<file path="src/rtl/uemc_regs.vh">
// register indices, field positions, codes and reset values
`ifndef UEMC_REGS_VH
`define UEMC_REGS_VH

// register indices; byte address on the bus is four times the index
`define UEMC_IDX_ADDR 8'h10
`define UEMC_IDX_CNT0 8'h11
`define UEMC_IDX_MODE0 8'h12
`define UEMC_IDX_CNT1 8'h13
`define UEMC_IDX_MODE1 8'h14
`define UEMC_IDX_CNT2 8'h15
`define UEMC_IDX_MODE2 8'h16

// endpoint buffer windows (indices, one byte per word)
`define UEMC_BUF_LO 8'hE8
`define UEMC_BUF_HI 8'hFF
`define UEMC_BUF0_LO 8'hF8
`define UEMC_BUF1_LO 8'hF0
`define UEMC_BUF2_LO 8'hE8
`define UEMC_BUF0_SLOT 5'h10

// field positions
`define UEMC_ADDR_EN 7
`define UEMC_MODE_SETUP 7
`define UEMC_MODE_STALL 7
`define UEMC_MODE_IN 6
`define UEMC_MODE_OUT 5
`define UEMC_MODE_ACKED 4
`define UEMC_CNT_TOGGLE 7
`define UEMC_CNT_VALID 6

// mode codes
`define UEMC_MODE_NAKALL 4'h1
`define UEMC_MODE_ACKOUT_NAKIN 4'hB
`define UEMC_MODE_ACKIN 4'hF

// token kinds from the protocol engine
`define UEMC_KIND_SETUP 2'h1
`define UEMC_KIND_IN 2'h2
`define UEMC_KIND_OUT 2'h3

// handshake answers to the protocol engine
`define UEMC_RESP_NONE 2'h0
`define UEMC_RESP_ACK 2'h1
`define UEMC_RESP_NAK 2'h2
`define UEMC_RESP_STALL 2'h3

// reset values and count offset
`define UEMC_RST_BYTE 8'h00
`define UEMC_CRC_BYTES 4'h2

`endif

</file>
<file path="src/rtl/uemc_top.v">
// endpoint mode, counter and address registers of a low-speed usb function
//
// The APB register port is this design's own decision.
`timescale 1ns/1ps
`include "uemc_regs.vh"

module uemc_top (
    input wire clk,
    input wire sys_rst,
    input wire psel,
    input wire penable,
    input wire pwrite,
    input wire [11:0] paddr,
    input wire [31:0] pwdata,
    output reg [31:0] prdata,
    output reg pready,
    output reg pslverr,
    input wire bus_reset,
    output reg addr_en,
    output reg [6:0] dev_addr,
    input wire tok_valid,
    input wire [6:0] tok_addr,
    input wire [1:0] tok_ep,
    input wire [1:0] tok_kind,
    output reg resp_valid,
    output reg [1:0] resp_code,
    input wire setup_start,
    input wire ack_start,
    input wire td_valid,
    input wire [1:0] td_ep,
    input wire [1:0] td_kind,
    input wire td_acked,
    input wire td_toggle,
    input wire td_err,
    input wire [3:0] td_bytes,
    input wire ebuf_wr,
    input wire [4:0] ebuf_addr,
    input wire [7:0] ebuf_wdata,
    input wire [4:0] ebuf_raddr,
    output reg [7:0] ebuf_rdata,
    output wire [23:0] ep_cnt
);

// ----------------------------------------------------------------
// apb access timing
// ----------------------------------------------------------------
wire acc = psel & penable;
// one wait state; effects happen only at the completing edge
wire done = acc & pready;
wire wr_done = done & pwrite;
wire rd_done = done & ~pwrite;
wire [9:0] widx = paddr[11:2];
wire aligned = (paddr[1:0] == 2'b00);
wire [7:0] idx = widx[7:0];
wire idx_ok = aligned & (widx[9:8] == 2'b00);

// ----------------------------------------------------------------
// address decode
// ----------------------------------------------------------------
wire sel_addr = idx_ok & (idx == `UEMC_IDX_ADDR);
wire [2:0] sel_cnt;
wire [2:0] sel_mode;
// ascending counter order: control, first, second
assign sel_cnt[0] = idx_ok & (idx == `UEMC_IDX_CNT0);
assign sel_cnt[1] = idx_ok & (idx == `UEMC_IDX_CNT1);
assign sel_cnt[2] = idx_ok & (idx == `UEMC_IDX_CNT2);
assign sel_mode[0] = idx_ok & (idx == `UEMC_IDX_MODE0);
assign sel_mode[1] = idx_ok & (idx == `UEMC_IDX_MODE1);
assign sel_mode[2] = idx_ok & (idx == `UEMC_IDX_MODE2);
wire sel_buf = idx_ok & (idx >= `UEMC_BUF_LO);
// buffer slot: 0..7 second, 8..15 first, 16..23 control
wire [7:0] buf_off = idx - `UEMC_BUF_LO;
wire [4:0] cpu_slot = buf_off[4:0];
wire mapped = sel_addr | (|sel_cnt) | (|sel_mode) | sel_buf;

// ----------------------------------------------------------------
// device address register
// ----------------------------------------------------------------
reg [7:0] addr_q;
reg [7:0] addr_d;

// bus reset clears the enable too, so the engine falls silent
always @* begin
    addr_d = addr_q;
    if (wr_done & sel_addr) begin
        addr_d = pwdata[7:0];
    end
    if (bus_reset) begin
        addr_d = `UEMC_RST_BYTE;
    end
end

always @(posedge clk) begin
    if (sys_rst) begin
        addr_q <= `UEMC_RST_BYTE;
        addr_en <= 1'b0;
        dev_addr <= 7'h00;
    end else begin
        addr_q <= addr_d;
        addr_en <= addr_d[`UEMC_ADDR_EN];
        dev_addr <= addr_d[6:0];
    end
end

// ----------------------------------------------------------------
// setup hold window on the control endpoint
// ----------------------------------------------------------------
reg hold_q;

// open at setup data start, closed at start of our ack
always @(posedge clk) begin
    if (sys_rst) begin
        hold_q <= 1'b0;
    end else begin
        hold_q <= setup_start | (hold_q & ~ack_start);
    end
end

// ----------------------------------------------------------------
// per endpoint mode and counter registers
// ----------------------------------------------------------------
wire [23:0] mode_all;
wire [3:0] cnt_rx = td_bytes + `UEMC_CRC_BYTES;

genvar g;
generate
for (g = 0; g < 3; g = g + 1) begin : ep
    localparam integer EPI = g;
    localparam [1:0] EPN = EPI[1:0];
    localparam IS_CTRL = (g == 0);
    reg [7:0] mode_q;
    reg [7:0] mode_d;
    reg [7:0] cnt_q;
    reg [7:0] cnt_d;
    reg mlock_q;
    reg clock_q;
    // engine updates of the last cycle, seen while read data stands
    reg upd_q;
    reg rxu_q;
    wire hit = td_valid & (td_ep == EPN);
    wire rx = hit & ((td_kind == `UEMC_KIND_SETUP) |
        (td_kind == `UEMC_KIND_OUT));
    wire wr_m = wr_done & sel_mode[g];
    wire rd_m = rd_done & sel_mode[g];
    wire wr_c = wr_done & sel_cnt[g];
    wire rd_c = rd_done & sel_cnt[g];
    // only the control endpoint locks
    wire m_locked = IS_CTRL & mlock_q;
    wire c_locked = IS_CTRL & clock_q;
    // read data was taken a cycle early; an update since keeps the lock
    wire rel_m = rd_m & ~upd_q;
    wire rel_c = rd_c & ~rxu_q;

    // mode register: cpu write first, engine updates override
    always @* begin
        mode_d = mode_q;
        if (wr_m & ~m_locked) begin
            if (IS_CTRL) begin
                mode_d = {4'h0, pwdata[3:0]};
            end else begin
                // reserved bits stored as zero
                mode_d = {pwdata[7], 2'b00, mode_q[4],
                    pwdata[3:0]};
            end
        end
        // only an acked bit that the read returned is cleared
        if (rd_m & !IS_CTRL & prdata[`UEMC_MODE_ACKED]) begin
            mode_d[`UEMC_MODE_ACKED] = 1'b0;
        end
        if (hit & td_acked) begin
            mode_d[`UEMC_MODE_ACKED] = 1'b1;
        end
        if (hit & IS_CTRL & (td_kind == `UEMC_KIND_IN)) begin
            mode_d[`UEMC_MODE_IN] = 1'b1;
        end
        if (hit & IS_CTRL & (td_kind == `UEMC_KIND_OUT)) begin
            mode_d[`UEMC_MODE_OUT] = 1'b1;
        end
        // self return to nak-both after an acked out
        if (hit & td_acked & (td_kind == `UEMC_KIND_OUT) &
            (mode_q[3:0] == `UEMC_MODE_ACKOUT_NAKIN)) begin
            mode_d[3:0] = `UEMC_MODE_NAKALL;
        end
        // setup flag pinned high; a cpu clear cannot win
        if (IS_CTRL & (setup_start | hold_q)) begin
            mode_d[`UEMC_MODE_SETUP] = 1'b1;
        end
    end

    // counter register: received data beats a cpu write
    always @* begin
        cnt_d = cnt_q;
        if (wr_c & ~c_locked) begin
            cnt_d = {pwdata[7:6], 2'b00, pwdata[3:0]};
        end
        if (rx) begin
            cnt_d = {td_toggle, ~td_err, 2'b00, cnt_rx};
        end
    end

    always @(posedge clk) begin
        if (sys_rst) begin
            mode_q <= `UEMC_RST_BYTE;
            cnt_q <= `UEMC_RST_BYTE;
            mlock_q <= 1'b0;
            clock_q <= 1'b0;
            upd_q <= 1'b0;
            rxu_q <= 1'b0;
        end else begin
            mode_q <= mode_d;
            cnt_q <= cnt_d;
            upd_q <= hit;
            rxu_q <= rx;
            // a new engine update wins over the unlocking read
            mlock_q <= (IS_CTRL & hit) | (mlock_q & ~rel_m);
            clock_q <= (IS_CTRL & rx) | (clock_q & ~rel_c);
        end
    end

    assign mode_all[8*g +: 8] = mode_q;
    assign ep_cnt[8*g +: 8] = cnt_q;
end
endgenerate

// ----------------------------------------------------------------
// endpoint buffers, 24 bytes of flip-flops
// ----------------------------------------------------------------
reg [7:0] buf_q [0:23];
// cpu may not write control data while setup flag is up; reads still pass
wire setup_flag = mode_all[`UEMC_MODE_SETUP];
wire cpu_buf_ok = ~(setup_flag & (cpu_slot >= `UEMC_BUF0_SLOT));
wire cpu_buf_wr = wr_done & sel_buf & cpu_buf_ok;

// engine write wins a same-cycle collision: it cannot retry
always @(posedge clk) begin
    if (ebuf_wr & (ebuf_addr < 5'd24)) begin
        buf_q[ebuf_addr] <= ebuf_wdata;
    end else if (cpu_buf_wr) begin
        buf_q[cpu_slot] <= pwdata[7:0];
    end
end

// registered read port toward the engine
always @(posedge clk) begin
    if (sys_rst) begin
        ebuf_rdata <= `UEMC_RST_BYTE;
    end else if (ebuf_raddr < 5'd24) begin
        ebuf_rdata <= buf_q[ebuf_raddr];
    end else begin
        ebuf_rdata <= `UEMC_RST_BYTE;
    end
end

// ----------------------------------------------------------------
// handshake decision for incoming tokens
// ----------------------------------------------------------------
reg [7:0] tok_mode;
reg [1:0] resp_d;
reg tok_stall;
wire tok_hit = tok_valid & addr_en & (tok_addr == dev_addr) &
    (tok_ep != 2'b11);

always @* begin
    case (tok_ep)
        2'b00: tok_mode = mode_all[7:0];
        2'b01: tok_mode = mode_all[15:8];
        2'b10: tok_mode = mode_all[23:16];
        default: tok_mode = `UEMC_RST_BYTE;
    endcase
    // control endpoint bit 7 is the setup flag, not a stall
    tok_stall = (tok_ep != 2'b00) & tok_mode[`UEMC_MODE_STALL];
    resp_d = `UEMC_RESP_NONE;
    case (tok_kind)
        `UEMC_KIND_SETUP: begin
            resp_d = `UEMC_RESP_ACK;
        end
        `UEMC_KIND_IN: begin
            if (tok_mode[3:0] == `UEMC_MODE_ACKIN) begin
                resp_d = tok_stall ? `UEMC_RESP_STALL :
                    `UEMC_RESP_ACK;
            end else if ((tok_mode[3:0] == `UEMC_MODE_NAKALL) |
                (tok_mode[3:0] == `UEMC_MODE_ACKOUT_NAKIN)) begin
                resp_d = `UEMC_RESP_NAK;
            end
        end
        `UEMC_KIND_OUT: begin
            if (tok_mode[3:0] == `UEMC_MODE_ACKOUT_NAKIN) begin
                resp_d = tok_stall ? `UEMC_RESP_STALL :
                    `UEMC_RESP_ACK;
            end else if (tok_mode[3:0] == `UEMC_MODE_NAKALL) begin
                resp_d = `UEMC_RESP_NAK;
            end
        end
        default: begin
            resp_d = `UEMC_RESP_NONE;
        end
    endcase
end

always @(posedge clk) begin
    if (sys_rst) begin
        resp_valid <= 1'b0;
        resp_code <= `UEMC_RESP_NONE;
    end else begin
        resp_valid <= tok_hit;
        resp_code <= tok_hit ? resp_d : `UEMC_RESP_NONE;
    end
end

// ----------------------------------------------------------------
// apb read mux and answer
// ----------------------------------------------------------------
reg [7:0] rd_val;

always @* begin
    rd_val = `UEMC_RST_BYTE;
    if (sel_addr) begin
        rd_val = addr_q;
    end
    if (sel_cnt[0]) begin
        rd_val = ep_cnt[7:0];
    end
    if (sel_cnt[1]) begin
        rd_val = ep_cnt[15:8];
    end
    if (sel_cnt[2]) begin
        rd_val = ep_cnt[23:16];
    end
    if (sel_mode[0]) begin
        rd_val = mode_all[7:0];
    end
    if (sel_mode[1]) begin
        rd_val = mode_all[15:8];
    end
    if (sel_mode[2]) begin
        rd_val = mode_all[23:16];
    end
    if (sel_buf) begin
        rd_val = buf_q[cpu_slot];
    end
end

// read data is sampled one cycle early; side effects wait for done
always @(posedge clk) begin
    if (sys_rst) begin
        pready <= 1'b0;
        pslverr <= 1'b0;
        prdata <= 32'h00000000;
    end else begin
        pready <= acc & ~pready;
        pslverr <= acc & ~pready & ~mapped;
        if (acc & ~pready) begin
            prdata <= {24'h000000, mapped ? rd_val : 8'h00};
        end else begin
            prdata <= 32'h00000000;
        end
    end
end

endmodule

</file>
<file path="config.mk">
export PLATFORM = sky130hd
export DESIGN_NAME = uemc_top
export DESIGN_NICKNAME = d
export VERILOG_FILES = /design/src/rtl/uemc_top.v
export VERILOG_INCLUDE_DIRS = /design/src /design/src/rtl
export SDC_FILE = /design/constraint.sdc
export NUM_CORES = 1
export LEC_CHECK = 0
export ABC_AREA = 1
export BUFFER_PORTS_ARGS = -buffer_cell sky130_fd_sc_hd__buf_2
export CAP_MARGIN = 20
export CORE_MARGIN = 2
export CORE_UTILIZATION = 53
export CTS_CLUSTER_DIAMETER = 60
export DETAILED_ROUTE_END_ITERATION = 10
export GPL_ROUTABILITY_DRIVEN = 0
export HOLD_SLACK_MARGIN = 0.02
export PLACE_DENSITY_LB_ADDON = 0.15
export SLEW_MARGIN = 10
export SYNTH_ARGS = -nofsm -noshare
export SYNTH_HDL_FRONTEND = slang
export SYNTH_SLANG_ARGS = --single-unit
</file>
<file path="constraint.sdc">
create_clock -name clk -period 2.5 [get_ports clk]
set_clock_uncertainty 0.15 [all_clocks]
set_input_delay 0.125 -clock clk [delete_from_list [all_inputs] [get_ports clk]]
set_output_delay 0.125 -clock clk [all_outputs]
set_load 0.05 [all_outputs]
</file>
==> results of run 1 <==
## flip-flops by register name, summed over array words and instances (netlist names), 2 cells and up
register    flops
buf_q         192
dev_addr        6
ebuf_rdata      8
ep.cnt_q       18
ep.mode_q      20
prdata          8
resp_code       2
## tightest hold or removal path, delay by kind of cell
family | cells | cell delay [ns]
buffers and inverters | 2 | 0.31
AND/OR/NAND/NOR | 2 | 0.09
## timing repair
| action | in CTS | in global routing |
|---|---|---|
| endpoints found under the hold margin | 63 | 6 |
| buffers inserted | 0 | 4 |
| gates resized for setup | 0 | 18 |
| endpoints found under the setup margin | 0 | 221 |
| hold buffers | 54 | 1 |
## worst max-delay path by stage
| stage | end | startpoint | slack (ns) |
|---|---|---|---|
| after floorplan | buf_q[21][0] | pready | 0.08 |
| after global placement | buf_q[1][4] | pready | 0.07 |
| after detailed placement | buf_q[1][4] | pready | 0.02 |
| after CTS | buf_q[1][6] | pready | 0.01 |
| after global routing | buf_q[21][7] | paddr[10] | 0.008 |
| final | ep[0].cnt_q[0] | pready | 0.07 |
## report_power, final
part | switching (mW) | internal [mW]
combinational | 0.852 | 0.331
clock | 1.78 | 2.25
sequential | 0.0275 | 4.75
## cell type report
class	instances	area [µm²]	share of cell area
clock buffer	36	792.0	0.04940
antenna	1	2.502	0.0001561
inverter	140	530.5	0.03309
tap	324	405.4	0.02528
clock inverter	15	95.09	0.005931
multi-input combinational	1043	5209	0.3249
timing repair buffer	248	1792	0.1117
sequential	264	7208	0.4496
## metal layers
layer | global-route usage | routed length [µm] | vias up
met1 | 0.4451 | 17130 | 5829
li1 | - | - | 5626
met5 | 0 | 11 | -
met3 | 0.07099 | 5319 | 123
met2 | 0.5041 | 19430 | 766
met4 | 0.1195 | 1640 | 2
## kinds of logic after synthesis
kind of cell	Yosys count
and+or+nand+nor	634
adders and majority gates	1
buffers and inverters	241
other	1
xor gates and xnor gates	5
AOI/OAI and AO/OA	373
DFF	264
## metrics by stage
step / std cells / power (mW) / hold WS (ns)
2_1_floorplan: 1548 / 5.571 / 0.07795
3_3_place_gp: 1959 / 5.928 / 0.1637
3_5_place_dp: 1959 / 5.944 / 0.1762
4_1_cts: 2064 / 9.929 / 0.02350
6_report: 2071 / 9.985 / 0.03135
5_1_grt: 2070 / 10.24 / 0.04150
## cell usage after synthesis, types with 10 or more instances
| cell type | instances | share of area |
|---|---|---|
| buf_2 | 15 | 0.0057 |
| nor2_2 | 10 | 0.0047 |
| nand2_1 | 285 | 0.081 |
| o211ai_1 | 29 | 0.016 |
| o221ai_1 | 22 | 0.015 |
| a22oi_1 | 12 | 0.0068 |
| o21ai_0 | 175 | 0.066 |
| edfxtp_1 | 192 | 0.44 |
| nand3_1 | 86 | 0.033 |
| nor2_1 | 198 | 0.056 |
| buf_4 | 32 | 0.018 |
| clkbuf_1 | 48 | 0.014 |
| inv_2 | 12 | 0.0034 |
| o22ai_1 | 10 | 0.0047 |
| a21oi_1 | 76 | 0.029 |
| a211oi_1 | 17 | 0.0097 |
| inv_1 | 122 | 0.035 |
| nand4_1 | 24 | 0.011 |
| dfxtp_1 | 72 | 0.11 |
==> results.md, run 1 <==
- Status: completed
- Fin crit share: 0.9729
- FP Rows: 57
- Final WL: between 40 and 50 mm
- Fillers: 2015
- Combinational family with the most area after synthesis: simple AND/OR/NAND/NOR gates
- Detailed Routing Iterations Pass 1: 6
- Worst reg2reg path depth: 10
- CTS max path bufs: 3
- TritonCTS Sinks: between 200 and 300
- Max-slew violations: 0
- Port Buf Inserts: between 100 and 150
- Post-Synth XOR/XNOR Area: 0.003315
- Most common cell after layout, fill and taps aside: nand2_1
- Vias per cell: 5.961
- Max Freq: 411.1 MHz
- First-pass GRT wire length: 64.58 mm
- EDFF count, synth: about 190
- Antenna violations before repair: 4
- I/O pins: 172
- Number of global-route vias before repair: 11432
- Utilization after layout: 0.6574
- Hold path endpoint: buf_q[13][5]
- Starting Density: 0.5417
- Setup slack, reg-to-reg: between 0.06 and 0.07 ns
- Leak: between 6 and 7 nW
- Power Density: around 620 nW/µm²
- DIE AREA: between 20000 and 30000 µm²
- Area after DPL: 14480 µm²
- Clk_lat worst skew: around 0.55 ns
- Hold Crit Depth: 4
- FF-to-FF Start: pready
- CORE AREA: 24390 µm²
- Distinct cells, synth: 49
- Inserted Clock Buffers: 29
- DP HPWL: 28.91 mm
- Final setup vio count: 0
- Synth Warn #: 0
- Die Span Y: between 150 and 200 µm
- Crit end category: flip-flop
- Finished Cell Area: between 15000 and 20000 µm²
- 1st-iter DRT viols: 1423
- Worst path depth: 10
- Crit Reg-Reg Endpoint: ep[0].cnt_q[0]
- VDD IR max: 0.5826 mV
- Worst Path Required: ~2.8 ns
- Buffers & Inverters on Critical Path: 3
- Primary FF master, synth: edfxtp_1
- Most frequent cells in the layout: 284 x nand2_1, 192 x edfxtp_1, 171 x nor2_1, 171 x o21ai_0, 121 x inv_1
- Area Overhead vs Synth: 21.37%
- CP max stage delay: 0.57 ns
- Grt ovf: 0
- Hold crit path type: in -> reg
- Net count, final: between 1500 and 2000
- Crit path DAT: approximately 2.8 ns
- WS Path Type: reg -> reg
- Die X: approximately 160 µm
- Share of the yosys chip area belonging to registers: 0.5455
- Post-synthesis mux area share: 0
- Antenna Nets Post-Route: 0
- Min-delay src: ebuf_wdata[5]
- Vias: 12346
- Clk slew on worst S/H paths: 0.06 ns
- Synth async-reset ratio: 0
- CP max-delay cell: dlygate4sd3_1
- Avg Cell Area, Syn: about 8.7 µm²
- #FFs+latches synth: approximately 260
- Crit path time final: 2.432 ns
- Largest net degree at the start of global routing: 71
- CP startpoint kind: flip-flop
- Post-Syn Instances: 1519
- Post-route DRC violation count: 0
- WL/cell: 21.02 µm
- Synth Cell Area: 13210 µm²
- Layout cell share with drive strength beyond 1: 0.1833
- Pre-CTS setup slack: between 0.015 and 0.02 ns
- Slew margin rel.: 0.2748
- CP cell instances: nand3_1 > nor2_4 > buf_4 > inv_1 > nor2_1 > nand2_1 > nand2_2 > o21ai_0 > a31oi_1 > dlygate4sd3_1
- CP top delay family: buffers and inverters
- Post-Synth Simple-Gate Area: 0.2044
- CTS tree: yes
- Worst slew pin tran: between 1 and 1.5 ns
- Final worst-path setup slack: just under 0.07 ns
- Total GRT Usage: 0.3228
- Fin. Hold Viols: 0
- RSZ-0062 raised after global routing: false
- Crit path max fanout: 9
- Setup tns final: 0 ns
- Max Cap Viol: 0
- Root Driver: clkbuf_16
- Synth Area in Compound Gates: 0.1664
- Synthesized-area fraction occupied by adder cells: 0.0009471
- H-tree depth: 1
Power figures use the tool's default switching activity.
==> run 2, diff against run 1 <==
Settings changed: CORE_UTILIZATION 53 to 50.
==> run 2 against run 1 <==
Via count fell by 0.56%. Sequential power about the same. Register-to-register slack worse by 0.02 ns. Power up 0.85%.
==> results.md, run 2 (synthesis gave the netlist of run 1 again) <==
- Status: completed (unchanged)
- H-tree depth: 1 (unchanged)
- Antenna violations before repair: 1 (was 4)
- Worst slew pin tran: 0.6542 ns (was 1.088 ns)
- Highest routed layer: met4 (was met5)
- Vias: 12277 (was 12346)
- FP Rows: 59 (was 57)
- Port Buf Inserts: 117 (unchanged)
- Layout cell share with drive strength beyond 1: 0.1807 (was 0.1833)
- Antenna Nets Post-Route: 0 (unchanged)
- Largest net degree at the start of global routing: 91 (was 71)
- CP startpoint kind: flip-flop (unchanged)
- Max Freq: 408.6 MHz (was 411.1 MHz)
- Fin crit share: 0.9790 (was 0.9729)
- WL/cell: 21.23 µm (was 21.02 µm)
- Crit path time final: 2.448 ns (was 2.432 ns)
- Slew margin rel.: 0.5609 (was 0.2748)
- Hold crit path type: in -> reg (unchanged)
- TritonCTS Sinks: 264 (unchanged)
- Clk slew on worst S/H paths: 0.06 ns (about the same)
- I/O pins: 172 (unchanged)
- WS Path Type: reg -> reg (unchanged)
- VDD IR max: 0.4400 mV (was 0.5826 mV)
- Die X: 166.6 µm (was 161.9 µm)
- Grt ovf: 0 (unchanged)
- Largest register FFs: 192 (unchanged)
- CTS tree: yes (unchanged)
- Crit end category: flip-flop (unchanged)
- Utilization after layout: 0.6170 (was 0.6574)
- DP HPWL: 29.74 mm (was 28.91 mm)
- CORE AREA: 25980 µm² (was 24390 µm²)
- Leak: 6.361 nW (was 6.332 nW)
- Fin. Hold Viols: 0 (unchanged)
- Detailed Routing Iterations Pass 1: 5 (was 6)
- Net count, final: 1822 (unchanged)
- Final setup vio count: 0 (unchanged)
- Max-slew violations: 0 (unchanged)
- Non-filler cells, final: 2084 (was 2071)
- Clk_lat worst skew: 0.56 ns (was 0.55 ns)
- Met2 wire len: 20.35 mm (was 19.43 mm)
- Vias per cell: 5.891 (was 5.961)
- First-pass GRT wire length: 66.30 mm (was 64.58 mm)
- Crit path DAT: 2.55 ns (was 2.77 ns)
- Ant. Diodes: 0 (was 1)
- Die Span Y: 166.6 µm (was 161.9 µm)
- Inserted Clock Buffers: 29 (unchanged)
- DR WL met3: 4.520 mm (was 5.319 mm)
- Top Registers: buf_q (192), ep.mode_q (20), ep.cnt_q (18) (unchanged)
- Placed Cells: 1974 (was 1959)
- Final WL: 44.25 mm (was 43.53 mm)
- 1st-iter DRT viols: 1560 (was 1423)
- Post-route DRC violation count: 0 (unchanged)
- Most common cell after layout, fill and taps aside: nand2_1 (unchanged)
- Most frequent cells in the layout: 284 x nand2_1, 192 x edfxtp_1, 173 x nor2_1 (was 284 x nand2_1, 192 x edfxtp_1, 171 x nor2_1, 171 x o21ai_0, 121 x inv_1)
- Crit path max fanout: 10 (was 9)
- Total GRT Usage: 0.3095 (was 0.3228)
- Area Overhead vs Synth: 21.36% (was 21.37%)
- Starting Density: 0.5084 (was 0.5417)
- DIE AREA: 27740 µm² (was 26210 µm²)
- Wl on met1: 17.98 mm (was 17.13 mm)
- RSZ-0062 raised after global routing: true (was false)
- Power Density: 628.1 nW/µm² (was 622.7 nW/µm²)
- Root Driver: clkbuf_16 (unchanged)
- Worst Path Required: 2.60 ns (was 2.84 ns)
- Max Cap Viol: 0 (unchanged)
- CTS max path bufs: 3 (unchanged)
- Number of global-route vias before repair: 11328 (was 11432)
- WHS: 0.05157 ns (was 0.03135 ns)
- Biggest register: buf_q (unchanged)
-- run 2: final timing paths --
path	slack, ns	to	from	cells after the start
hold reg to reg	0.33	ep[1].mode_q[4]	ep[1].mode_q[4]	2
hold / removal	0.05	buf_q[15][5]	ebuf_wdata[5]	4
setup / recovery	0.05	buf_q[6][6]	pready	9
setup reg to reg	0.05	buf_q[6][6]	pready	9
-- run 2: repair_timing --
action / CTS / global route
hold endpoints to repair: 63 / 0
endpoints found under the setup margin: 0 / 84
resized for setup: 0 / 5
setup buffers: 0 / 0
hold buffers: 56 / 0
-- run 2: layer usage --
metal / vias to the layer above / global-route usage
met3: 114 / 0.04301
met1: 5736 / 0.4413
met4: 0 / 0.09970
li1: 5624 / -
met5: - / 0
met2: 803 / 0.4923
-- run 2: critical path: stages (launching register included) --
cell and delay, ns:
dfxtp_2 0.34, nand3_1 0.14, nor2_4 0.17, nand4_4 0.17, inv_4 0.17, nor2_1 0.07
a21oi_2 0.20, nand3_2 0.33, nor2_2 0.20, buf_4 0.20
-- run 2: per-stage QoR --
step	setup TNS (ns)	area, µm²	power [mW]	setup slack, ns
final	0	16030	10.07	0.05250
after global routing	-2.674	16030	10.34	-0.06166
after CTS	0	16020	10.06	0.07461
after detailed placement	0	14530	5.970	0.05989
after global placement	0	14530	5.958	0.1298
after floorplan	0	13380	5.571	0.08432
-- run 2: area by class of cell --
type | count | area [µm²]
tap | 335 | 419.2
clock buffer | 39 | 849.6
clock inverter | 15 | 78.83
multi-input combinational | 1043 | 5162
fill | 2217 | 9952
timing repair buffer | 248 | 1787
inverter | 140 | 528.0
sequential | 264 | 7208
-- run 2: power by group --
part,internal (mW),switching (mW)
Clock,2.37,1.73
Sequential,4.75,0.0291
Combinational,0.334,0.856
